**config.mk**
```make
export PLATFORM = sky130hd
export DESIGN_NAME = ufb_core
export DESIGN_NICKNAME = d
export VERILOG_FILES = /design/src/core/ufb_pkg.sv /design/src/core/ufb_core.sv
export VERILOG_INCLUDE_DIRS = /design/src /design/src/core
export SDC_FILE = /design/constraint.sdc
export NUM_CORES = 2
export LEC_CHECK = 0
export BUFFER_PORTS_ARGS = -buffer_cell sky130_fd_sc_hd__buf_2
export CORE_MARGIN = 10
export CORE_UTILIZATION = 40
export DETAILED_ROUTE_END_ITERATION = 8
export GPL_ROUTABILITY_DRIVEN = 0
export PLACE_DENSITY = 0.54
export SLEW_MARGIN = 20
export SYNTH_ARGS = -nofsm -noshare
export SYNTH_HDL_FRONTEND = slang
export SYNTH_SLANG_ARGS = --single-unit
```
**constraint.sdc**
```tcl
create_clock -name ref_clk -period 7.43 [get_ports ref_clk]
set_clock_uncertainty 0.1 [all_clocks]
set_input_delay 0 -clock ref_clk [delete_from_list [all_inputs] [get_ports ref_clk]]
set_output_delay 0 -clock ref_clk [all_outputs]
set_load 0.03 [all_outputs]
```
**src/core/ufb_cfg.svh**
```systemverilog
`ifndef UFB_CFG_SVH
`define UFB_CFG_SVH
// ***************************************************
// register map, byte addresses on the bus
// ***************************************************
`define UFB_A_CONTROL_BUS_PINS 8'h00
`define UFB_A_MODE 8'h04
`define UFB_A_BAUD 8'h08
`define UFB_A_GPIO 8'h0C
`define UFB_A_STAT 8'h10
`define UFB_A_PORT 8'h14
// ***************************************************
// field positions and reset values
// ***************************************************
`define UFB_INV_LSB 20
`define UFB_DRV_LSB 25
`define UFB_DIR_LSB 8
`define UFB_CONTROL_BUS_PINS_RST 30'h0005_1032
`define UFB_BAUD_RST 14'h0010
// ***************************************************
// sizes and timing
// ***************************************************
`define UFB_OBUF_DEPTH 128
`define UFB_IBUF_DEPTH 256
`define UFB_NPIN 5
`define UFB_CLK_MHZ 100
`define UFB_LED_NS 1000
`define UFB_LED_CYC ((`UFB_LED_NS * `UFB_CLK_MHZ + 999) / 1000)
`define UFB_NCO_STEP 32'h7AE1_47AE
`endif

```
**src/core/ufb_pkg.sv**
```systemverilog
`include "ufb_cfg.svh"
package ufb_pkg;
   typedef enum logic [1:0] {
      UFB_M_UART = 2'b00,
      UFB_M_ASYNC = 2'b01,
      UFB_M_SYNC = 2'b10
   } ufb_mode_e;
   typedef enum logic [3:0] {
      UFB_F_TX_DRIVE_ENABLE = 4'h0, UFB_F_PWR = 4'h1, UFB_F_TX_INDICATOR_N = 4'h2,
      UFB_F_RX_INDICATOR_N = 4'h3, UFB_F_BOTHLED = 4'h4, UFB_F_SLEEP = 4'h5,
      UFB_F_CK48 = 4'h6, UFB_F_CK24 = 4'h7, UFB_F_CK12 = 4'h8,
      UFB_F_CK6 = 4'h9, UFB_F_GPIO = 4'hA, UFB_F_WRSTB = 4'hB,
      UFB_F_RDSTB = 4'hC
   } ufb_fn_e;
   typedef struct packed {
      logic [29:0] control_bus_pins;
      ufb_mode_e mode;
      logic [7:0] dir;
      logic [13:0] baud;
      logic [3:0] gpo;
      logic [3:0] gpd;
      logic [6:0] o_wr;
      logic [6:0] o_rd;
      logic [7:0] o_cnt;
      logic [7:0] i_wr;
      logic [7:0] i_rd;
      logic [8:0] i_cnt;
      logic ack;
      logic [31:0] rdat;
      logic [13:0] tmr;
      logic [7:0] port_o;
      logic [7:0] port_oen;
      logic wr_n;
      logic rd_n;
      logic [12:0] s1;
      logic [12:0] s2;
      logic [12:0] s3;
      logic [12:0] pf;
      logic [34:0] nco;
      logic [15:0] led_tx;
      logic [15:0] led_rx;
      logic tx_v;
      logic [7:0] tx_d;
      logic [4:0] control_bus_pins_o;
      logic [4:0] control_bus_pins_oen;
   } ufb_state_s;
endpackage : ufb_pkg

```
**src/core/ufb_core.sv**
```systemverilog
// ***************************************************
// Summary of operation
// - five control pins, function/invert/drive configured
// - one selected function per pin, defaults preset
// - transmit-enable output while transmitter drives
// - tx, rx and combined activity indicators pulse
// - suspend indicator and power-control output selectable
// - pin selectable as 48/24/12/6 MHz clock
// - four pins usable as GPIO alongside serial
// - bit-bang turns eight lines into parallel port
// - async bit-bang paces bytes by baud timer
// - read and write strobes driven on pins 0 to 3 only
// - sync bit-bang samples pins only per write
// - buffer logic runs on the reference clock
// - clock outputs derived from the reference clock
// - host OUT bytes buffered 128 deep to transmitter
// - received bytes buffered 256 deep for host IN
// - controller moves bytes between buffers and shifters
// - power-control low when configured, high in suspend
// - suspend indicator low throughout suspend
// - clock outputs stop during suspend
// ***************************************************
`timescale 1ns/1ps
module ufb_core (
   input wire logic ref_clk,
   input wire logic sys_rst,
   input wire logic wb_cyc_i,
   input wire logic wb_stb_i,
   input wire logic wb_we_i,
   input wire logic [7:0] wb_adr_i,
   input wire logic [3:0] wb_sel_i,
   input wire logic [31:0] wb_dat_i,
   output logic [31:0] wb_dat_o,
   output logic wb_ack_o,
   input wire logic out_valid,
   input wire logic [7:0] out_data,
   output logic out_ready,
   output logic in_valid,
   output logic [7:0] in_data,
   input wire logic in_ready,
   output logic ser_tx_valid,
   output logic [7:0] ser_tx_data,
   input wire logic ser_tx_ready,
   input wire logic ser_tx_busy,
   input wire logic ser_rx_valid,
   input wire logic [7:0] ser_rx_data,
   output logic ser_rx_ready,
   input wire logic usb_suspend,
   input wire logic usb_configured,
   input wire logic [7:0] port_in,
   output logic [7:0] port_out,
   output logic [7:0] port_oe_n,
   input wire logic [4:0] control_bus_pins_in,
   output logic [4:0] control_bus_pins_out,
   output logic [4:0] control_bus_pins_oe_n,
   output logic [4:0] control_bus_drive_hi
);
   import ufb_pkg::*;

   ufb_state_s q_r;
   ufb_state_s q_nxt;
   logic [7:0] obuf_mem [0:`UFB_OBUF_DEPTH-1];
   logic [7:0] ibuf_mem [0:`UFB_IBUF_DEPTH-1];
   logic o_push;
   logic o_pop;
   logic i_push;
   logic i_pop;
   logic [7:0] i_wd;
   logic o_full;
   logic i_full;

   function automatic logic [31:0] ufb_merge(input logic [31:0] o,
      input logic [31:0] d, input logic [3:0] s);
      for (int b = 0; b < 4; b++) begin
         ufb_merge[8*b +: 8] = s[b] ? d[8*b +: 8] : o[8*b +: 8];
      end
   endfunction : ufb_merge

   // ***************************************************
   // buffer flags and handshakes
   // ***************************************************
   assign o_full = q_r.o_cnt == 8'(`UFB_OBUF_DEPTH);
   assign i_full = q_r.i_cnt == 9'(`UFB_IBUF_DEPTH);
   assign out_ready = !o_full;
   assign in_valid = q_r.i_cnt != 9'd0;
   assign in_data = ibuf_mem[q_r.i_rd];
   assign ser_rx_ready = (q_r.mode == UFB_M_UART) && !i_full;
   assign ser_tx_valid = q_r.tx_v;
   assign ser_tx_data = q_r.tx_d;
   assign wb_ack_o = q_r.ack;
   assign wb_dat_o = q_r.rdat;
   assign port_out = q_r.port_o;
   assign port_oe_n = q_r.port_oen;
   assign control_bus_pins_out = q_r.control_bus_pins_o;
   assign control_bus_pins_oe_n = q_r.control_bus_pins_oen;
   assign control_bus_drive_hi = q_r.control_bus_pins[`UFB_DRV_LSB +: 5];

   // ***************************************************
   // next state
   // ***************************************************
   always_comb begin
      ufb_state_s n;
      logic [31:0] w;
      logic tick;
      logic v;
      logic oen;
      logic [4:0] go;
      logic [4:0] gd;
      n = q_r;
      w = 32'h0000_0000;
      tick = 1'b0;
      v = 1'b0;
      oen = 1'b0;
      go = {1'b0, q_r.gpo};
      gd = {1'b0, q_r.gpd};
      o_push = out_valid && !o_full;
      o_pop = 1'b0;
      i_push = 1'b0;
      i_pop = in_valid && in_ready;
      i_wd = ser_rx_data;
      n.ack = 1'b0;
      n.wr_n = 1'b1;
      n.rd_n = 1'b1;
      // pins: three stages, change taken once stages two and three agree
      n.s1 = {control_bus_pins_in, port_in};
      n.s2 = q_r.s1;
      n.s3 = q_r.s2;
      for (int i = 0; i < 13; i++) begin
         if (q_r.s2[i] == q_r.s3[i]) begin
            n.pf[i] = q_r.s3[i];
         end
      end
      // register bus
      if (wb_cyc_i && wb_stb_i && !q_r.ack) begin
         n.ack = 1'b1;
         case (wb_adr_i)
            `UFB_A_CONTROL_BUS_PINS: w = {2'b00, q_r.control_bus_pins};
            `UFB_A_MODE: w = {16'h0000, q_r.dir, 6'h00, q_r.mode};
            `UFB_A_BAUD: w = {18'h00000, q_r.baud};
            `UFB_A_GPIO: w = {19'h00000, q_r.pf[12:8], q_r.gpd, q_r.gpo};
            `UFB_A_STAT: w = {13'h0000, usb_suspend, usb_configured,
               q_r.i_cnt, q_r.o_cnt};
            `UFB_A_PORT: w = {24'h000000, q_r.pf[7:0]};
            default: w = 32'h0000_0000;
         endcase
         n.rdat = wb_we_i ? 32'h0000_0000 : w;
         if (wb_we_i) begin
            w = ufb_merge(w, wb_dat_i, wb_sel_i);
            case (wb_adr_i)
               `UFB_A_CONTROL_BUS_PINS: n.control_bus_pins = w[29:0];
               `UFB_A_MODE: begin
                  n.mode = ufb_mode_e'(w[1:0]);
                  n.dir = w[`UFB_DIR_LSB +: 8];
               end
               `UFB_A_BAUD: n.baud = w[13:0];
               `UFB_A_GPIO: begin
                  n.gpo = w[3:0];
                  n.gpd = w[7:4];
               end
               default: n.rdat = 32'h0000_0000;
            endcase
         end
      end
      // pace timer shared by both bit-bang modes
      if (q_r.tmr == 14'd0) begin
         n.tmr = q_r.baud;
         tick = 1'b1;
      end else begin
         n.tmr = q_r.tmr - 14'd1;
      end
      // buffer controller
      unique case (q_r.mode)
         UFB_M_UART: begin
            n.port_oen = 8'hFF;
            if (q_r.tx_v && ser_tx_ready) begin
               n.tx_v = 1'b0;
            end
            // refill the transmit register only from a non-empty buffer
            if ((!q_r.tx_v || ser_tx_ready) && q_r.o_cnt != 8'd0) begin
               o_pop = 1'b1;
               n.tx_v = 1'b1;
               n.tx_d = obuf_mem[q_r.o_rd];
            end
            i_push = ser_rx_valid && !i_full;
         end
         UFB_M_ASYNC: begin
            n.port_oen = ~q_r.dir;
            n.tx_v = 1'b0;
            if (tick && q_r.o_cnt != 8'd0) begin
               o_pop = 1'b1;
               n.port_o = obuf_mem[q_r.o_rd];
               n.wr_n = 1'b0;
            end
            // sampling runs on every tick with room in the receive buffer, whether or not a byte went out
            if (tick && !i_full) begin
               i_push = 1'b1;
               i_wd = q_r.pf[7:0];
               n.rd_n = 1'b0;
            end
         end
         UFB_M_SYNC: begin
            n.port_oen = ~q_r.dir;
            n.tx_v = 1'b0;
            // a write waits for room so no sample is ever dropped
            if (tick && q_r.o_cnt != 8'd0 && !i_full) begin
               o_pop = 1'b1;
               n.port_o = obuf_mem[q_r.o_rd];
               n.wr_n = 1'b0;
               i_push = 1'b1;
               i_wd = q_r.pf[7:0];
               n.rd_n = 1'b0;
            end
         end
         default: begin
            n.port_oen = 8'hFF;
            n.tx_v = 1'b0;
         end
      endcase
      if (o_push) begin
         n.o_wr = q_r.o_wr + 7'd1;
      end
      if (o_pop) begin
         n.o_rd = q_r.o_rd + 7'd1;
      end
      if (i_push) begin
         n.i_wr = q_r.i_wr + 8'd1;
      end
      if (i_pop) begin
         n.i_rd = q_r.i_rd + 8'd1;
      end
      n.o_cnt = q_r.o_cnt + 8'(o_push) - 8'(o_pop);
      n.i_cnt = q_r.i_cnt + 9'(i_push) - 9'(i_pop);
      // indicators: stretched so a single byte stays visible
      if (o_push) begin
         n.led_tx = 16'(`UFB_LED_CYC);
      end else if (q_r.led_tx != 16'd0) begin
         n.led_tx = q_r.led_tx - 16'd1;
      end
      if (i_pop) begin
         n.led_rx = 16'(`UFB_LED_CYC);
      end else if (q_r.led_rx != 16'd0) begin
         n.led_rx = q_r.led_rx - 16'd1;
      end
      // one accumulator; bits 31..34 give 48, 24, 12 and 6 MHz on
      // average, with up to one reference period of jitter
      n.nco = q_r.nco + {3'b000, `UFB_NCO_STEP};
      // control pins
      for (int p = 0; p < `UFB_NPIN; p++) begin
         v = 1'b0;
         oen = 1'b0;
         case (q_r.control_bus_pins[4*p +: 4])
            UFB_F_TX_DRIVE_ENABLE: v = ser_tx_busy | q_r.tx_v;
            UFB_F_PWR: v = !(usb_configured && !usb_suspend);
            UFB_F_TX_INDICATOR_N: v = q_r.led_tx == 16'd0;
            UFB_F_RX_INDICATOR_N: v = q_r.led_rx == 16'd0;
            UFB_F_BOTHLED: begin
               v = (q_r.led_tx == 16'd0) && (q_r.led_rx == 16'd0);
            end
            UFB_F_SLEEP: v = !usb_suspend;
            UFB_F_CK48: v = q_r.nco[31] && !usb_suspend;
            UFB_F_CK24: v = q_r.nco[32] && !usb_suspend;
            UFB_F_CK12: v = q_r.nco[33] && !usb_suspend;
            UFB_F_CK6: v = q_r.nco[34] && !usb_suspend;
            UFB_F_GPIO: begin
               v = go[p];
               oen = !gd[p];
            end
            UFB_F_WRSTB: begin
               v = q_r.wr_n;
               oen = p == 4;
            end
            UFB_F_RDSTB: begin
               v = q_r.rd_n;
               oen = p == 4;
            end
            default: oen = 1'b1;
         endcase
         n.control_bus_pins_o[p] = v ^ q_r.control_bus_pins[`UFB_INV_LSB + p];
         n.control_bus_pins_oen[p] = oen;
      end
      q_nxt = n;
   end

   // ***************************************************
   // state and buffer storage
   // ***************************************************
   always_ff @(posedge ref_clk) begin
      if (sys_rst) begin
         q_r <= '0;
         q_r.control_bus_pins <= `UFB_CONTROL_BUS_PINS_RST;
         q_r.baud <= `UFB_BAUD_RST;
         q_r.wr_n <= 1'b1;
         q_r.rd_n <= 1'b1;
         q_r.port_oen <= 8'hFF;
         q_r.control_bus_pins_oen <= 5'h1F;
         q_r.control_bus_pins_o <= 5'h1F;
      end else begin
         q_r <= q_nxt;
      end
   end

   // storage has no reset; the counts say what is valid
   always_ff @(posedge ref_clk) begin
      if (o_push) begin
         obuf_mem[q_r.o_wr] <= out_data;
      end
      if (i_push) begin
         ibuf_mem[q_r.i_wr] <= i_wd;
      end
   end
endmodule : ufb_core

```
# Yosys cells after proc, flatten, opt, wreduce, memory -nomap -nowiden
# Memories as Yosys holds them, arrays and structs flattened. A register that Yosys moved wholly into a read port is not among the register bits.
# Cells that the tools add are included.
totals:
  reg_bits: 312
  mem_bits_rw: 3072
  wordCells: 264
  memories: 2
op_classes:
  muxes: 51
  addsub: 12
  reduce_logical: 63
  bitwise_logic: 9
  eq_ne: 83
mem_list:
  columns: ["memory", "depth", "word_bits", "rd", "rd_ports_with_merged_regs", "write_ports", "line_no", "source"]
  rows:
  - ["ibuf_mem", 256, 8, 1, 1, 1, "ufb_core.sv:63", "logic [7:0] ibuf_mem [0:`UFB_IBUF_DEPTH-1];"]
  - ["obuf_mem", 128, 8, 1, 1, 1, "ufb_core.sv:62", "logic [7:0] obuf_mem [0:`UFB_OBUF_DEPTH-1];"]
op_table:
  columns: ["cell", "count"]
  rows:
  - ["case mux 30 bit (6 select lines)", 1]
  - ["equality test 4 bit, second input constant", 24]
  - ["2-to-1 mux 32 bit", 3]
  - ["equality test 4 x 3 -> 1 bit, second input constant", 20]
  - ["2-to-1 mux 8 bit", 9]
  - ["case mux 1 bit (13 select lines)", 4]
  - ["OR reduction 12 bit", 4]
  - ["2-to-1 mux 7 bit", 6]
  - ["equality test 4 x 2 -> 1 bit, second input constant", 10]
  - ["adder 35 x 31 -> 35 bit, second input constant", 1]
  - ["2-to-1 mux 33 bit", 1]
  - ["zero test 16 bit", 2]
  - ["case mux 8 bit (2 select lines)", 2]
  - ["nonzero test 16 bit", 2]
  - ["subtractor 16 x 1 -> 16 bit, second input constant", 2]
  - ["equality test 4 x 1 -> 1 bit, second input constant", 5]
  - ["zero test 4 bit", 5]
  - ["logical AND 1 bit", 17]
  - ["adder 8 x 1 -> 8 bit, second input constant", 2]
  - ["equality test 8 x 4 -> 1 bit, second input constant", 2]
  - ["equality test 8 x 5 -> 1 bit, second input constant", 2]
  - ["AND reduction 3 bit", 5]
  - ["adder 7 x 1 -> 7 bit, second input constant", 2]
  - ["zero test 14 bit", 1]
  - ["36 further kinds", 86]

# Longest topological paths before layout
depth:
  depth_word: 8
  mapped_depth: 19
  mapped_depth_nobuf: 19

# Worst setup path after synthesis
# Ideal clock, no wire load.
synth_timing:
  path_type: "flip-flop to flip-flop"
  from: "reg q_r[163] in the netlist's numbering"
  to: "mem ibuf_mem[0][0] (data pin)"
  path_stages_with_launch: 7
  arrival_ns: 5.451
  t_required_ns: 6.465
  setup_ns: 0.865
  period_less_slack_ns: 6.416
  slack_ns: 1.014
  cell_sequence: "dfxtp_1 > or4_1 > or3_1 > clkbuf_1 > or4_1 > nor2_1 > a22o_1"
synth_between:
  elab_chain_cells: 6
  word_cells_on_any_way: 8
  cone_classes: "mux (4); reduce/logical (4)"
synth_rtl:
  columns: ["item", "line_no", "source"]
  rows:
  - ["from (decl)", "ufb_core.sv:60", "ufb_state_s q_r;"]
  - ["from (signal assigned)", "ufb_core.sv:298", "q_r <= q_nxt;"]
  - ["zero test 14 bit *", "ufb_core.sv:165", "if (q_r.tmr == 14'd0) begin"]
  - ["2-to-1 mux 1 bit *", "ufb_core.sv:165", null]
  - ["logical AND 1 bit (2 in a row)", "ufb_core.sv:205", "if (tick && q_r.o_cnt != 8'd0 && !i_full) begin"]
  - ["2-to-1 mux 8 bit", "ufb_core.sv:205", null]
  - ["case mux 8 bit (2 select lines) *", "ufb_core.sv:172", "unique case (q_r.mode)"]
  - ["named net i_wd[0]", "ufb_core.sv:68", "logic [7:0] i_wd;"]
  - ["to (decl)", "ufb_core.sv:63", null]
# Mark *: on every way through the listed nets, which the timed path passes. The rest lies on a longest branch.

==> flow_metrics.env <==
export IMPL_status="complete, no violations"
export IMPL_layout_cells_most_common="edfxtp_1"
export IMPL_crit_family="compound AO/OA/AOI/OAI gates"
export IMPL_die_height_um=596
export IMPL_share_of_total_power_consumed_by_net_switching_pct=25.2
export IMPL_area_sequential_um2=98800
export IMPL_power_switching_mw=11.6
export IMPL_crit_chain="buf_4 -> and2_2 -> buf_4 -> a21oi_1 -> and3_1 -> a211oi_1 -> nand3_1 -> a311oi_1 -> buf_2"
export IMPL_intPower_mw=34.4
export IMPL_drive_above_1_share_pct=21.6
export IMPL_holdCritStartpoint="out_data[1]"
export IMPL_tritoncts="built"
export IMPL_globalRouteMet3Util_pct=2.41
export IMPL_cts_sinks=3396
export IMPL_worst_setup_timing_slack_at_the_placement_stage_ps=2340
export IMPL_htree_levels=5
export IMPL_grt_first_pass_wirelength_mm=487
export IMPL_timing_critical_path_slowest_stage_cell="a211oi_1"
export IMPL_cts_max_path_bufs=4
export IMPL_worst_slew_pin_slew_ps=1150
export IMPL_post_route_setup_tns_ps=0
export IMPL_comb_power_share_pct=16.0
export IMPL_global_route_usage_met1_pct=25.0
export IMPL_postSynth_topFlopCell="edfxtp_1"
export IMPL_finalCritPeriodShare_pct=75.1
export IMPL_detail_route_wirelength_mm=335
export IMPL_timing_critical_path_mode_cell="buf_4"
export IMPL_synth_edff_count=3072
export IMPL_reg_clk_slew_reported_paths_ps=60
export IMPL_post_synth_num_cell_types=85
export IMPL_drc=0
export IMPL_drv_max_cap_violation_count=0
export IMPL_yosysWarnings=0
export IMPL_final_period_minus_worst_setup_slack_ps=5580
export IMPL_globalRoute_totalOverflow=0
export IMPL_inserted_clock_buffers=352
export IMPL_timing_critical_path_buf_inv=3
export IMPL_element_type_at_the_critical_path_end="output pin"
export IMPL_vdd_drop_max_uv=261
export IMPL_path_class="flip-flop to output pin"
export IMPL_syn_area_per_cell_um2=18.9
export IMPL_power_mw=46.0
export IMPL_fp_coreArea_um2=330000
export IMPL_share_seq_of_total_power_pct=46.5
export IMPL_report_final_hold_viol_count=0
export IMPL_root_driver="clkbuf_16"
export IMPL_synth_seq_area_share_pct=74.4
export IMPL_num_fill_cells=27796
export IMPL_dp_final_hpwl_mm=199
export IMPL_destination_of_the_worst_register_to_register_timing_path="ibuf_mem[36][3]"
export IMPL_most_common_layout_cells="3072 x edfxtp_1, 769 x mux4_2, 619 x nor2_1"
export IMPL_multiInputGateArea_um2=31700
export IMPL_synth_seq_cells=3396
export IMPL_post_drt_wl_per_cell_um=27.9
export IMPL_clock_network_fraction_of_design_power_pct=37.5
export IMPL_timing_critical_path_required_ps=7330
export IMPL_placement_cell_area_um2=138000
export IMPL_post_route_worst_setup_slack_ps=1850
export IMPL_max_clock_freq_ghz=0.179
export IMPL_worst_path_fanout_max=47
export IMPL_worst_r2r_setup_slack_ps=2350
export IMPL_nNetsFinal=7474
export IMPL_io_pin_count=169
export IMPL_netlist_instances=7013
export IMPL_p_per_area_nw_per_um2=304
export IMPL_timing_final_setup_violations=0
export IMPL_cts_setup_buffers=0
export IMPL_die_width_um=596
export IMPL_areaGrowthSynthToFinish_pct=13.9
export IMPL_synth_async_sr_flop_share_pct=0
export IMPL_core_rowCount=211
export IMPL_worst_r2r_cell_count=11
export IMPL_top_usage_layer="met2"
export IMPL_grtUsageMet2_pct=31.0
export IMPL_setup_worst_path_start_class="flip-flop"
export IMPL_largest_net_degree_at_the_start_of_global_routing=176
export IMPL_slowest_delay_ps=720
export IMPL_power_static_leakage_nw=46.6
export IMPL_worstPathArrival_ps=5480
export IMPL_place_port_buffers=164
export IMPL_timing_max_slew_rel_slack_pct=21.0
export IMPL_timing_final_max_slew_violations=0
export IMPL_whs_path_depth=2
export IMPL_initial_core_util_pct=40.2
export IMPL_r2r_start="q_r[156]"
export IMPL_hold_path_endpoint="obuf_mem[109][1]"
export IMPL_detailroute_via_count=67542
export IMPL_setup_repair_after_global_routing_missed_its_margin="false"
export IMPL_synth_cell_area_um2=133000
export IMPL_first_iter_violations=5740
export IMPL_die_area_um2=355000
export IMPL_grtUsageTotal_pct=18.3
export IMPL_finalInstanceArea_um2=151000
export IMPL_first_pass_iters=6
export IMPL_hold_path_class="input pin to flip-flop"
export IMPL_number_of_antenna_violations_at_the_first_check_in_global_routing=7
export IMPL_grt_pass1_vias=68742
export IMPL_clock_latency_ps=880
export IMPL_ant_nets=0
export IMPL_final_hold_worst_slack_ps=65.2
export IMPL_via_to_cell_ratio=5.63
## state kept, by name, indices dropped and copies added, names as in the netlist, named ones only
signal,flops
control_bus_drive_hi,5
control_bus_pins_oe_n,5
control_bus_pins_out,5
ibuf_mem,2048
obuf_mem,1024
port_oe_n,8
port_out,8
q_nxt,26
q_r,212
ser_tx_data,8
ser_tx_valid,1
wb_ack_o,1
wb_dat_o,30
## cell usage after synthesis (20+ instances only)
master,n,area [µm²]
o21a_1,33,248
a221oi_1,20,175
a21oi_1,161,806
nand2b_1,36,225
a22o_1,47,412
nor2_1,622,2330
clkbuf_1,265,995
xor2_1,45,394
nor3_1,52,260
and3_1,22,138
mux4_2,769,17300
dfxtp_1,324,6490
buf_4,76,571
o21ai_0,71,355
o221ai_1,52,455
ha_1,39,488
mux2i_1,188,1880
xnor2_1,44,385
a22oi_1,156,1170
nor2b_1,68,425
buf_2,103,515
edfxtp_1,3072,92200
buf_1,35,131
nand3_1,94,470
a211oi_1,50,375
inv_1,52,195
nand2_1,197,739
o22ai_1,37,231
nor4_1,23,144
## routing by layer
metal / wire, µm / share of wire, %
met5: 13 / 0.0039
met2: 167000 / 50
met4: 9830 / 2.9
met3: 16300 / 4.9
met1: 141000 / 42
## per-stage QoR
stage	std cells	util, %
floorplan	7014	-
global placement	11186	41.9
detailed placement	11186	41.9
CTS	11995	45.8
global route	12000	45.8
finish	12002	45.8
## cell families after synthesis
logic type      count (synthesis)  synth area share [%]
simple gates                 1248                  4.32
mux                           973                  14.6
fa+ha+maj                      41                 0.398
xor+xnor                       89                 0.587
other cells                     1               0.00283
buf+inv                       537                  1.85
compound gates                728                  3.84
flops                        3396                  74.4
## layout make-up
| type | count | area share (%) |
|---|---|---|
| inverters | 53 | 0.132 |
| diodes | 6 | 0.00993 |
| clock inverters | 190 | 1.12 |
| repair buffers | 464 | 2.57 |
| flip-flops and latches | 3396 | 65.3 |
| well taps | 4366 | 3.61 |
| multi-input cells | 3081 | 21.0 |
| clock buffers | 446 | 6.27 |
## power groups by stage
| stage | Combinational [mW] | Sequential (mW) | Clock, mW |
|---|---|---|---|
| finish | 7.35 | 21.4 | 17.3 |
| global route | 7.91 | 21.4 | 18.4 |
| global placement | 7.39 | 21.8 | 0 |
| floorplan | 5.34 | 21.6 | 0 |
| CTS | 7.52 | 21.4 | 17.6 |
| detailed placement | 7.43 | 21.8 | 0 |
## worst max-delay path by stage
stage | start | to | slack (ps) | depth (start not counted)
5_1_grt | flip-flop | in_data[3] | 1780 | 9
3_3_place_gp | q_r[156] | ibuf_mem[36][4] | 2380 | 11
4_1_cts | flip-flop | in_data[3] | 1760 | 9
3_5_place_dp | q_r[156] | ibuf_mem[36][4] | 2340 | 11
6_report | flip-flop | in_data[3] | 1850 | 9
2_1_floorplan | q_r[163] | ibuf_mem[0][0] | 1010 | 6
## repair_timing
item,4_1_cts,5_1_grt
gates resized for setup,0,0
hold buffers,173,0
hold endpoints to repair,982,0
setup endpoints to repair,0,0
No activity file was read; power rests on OpenSTA's default activity.
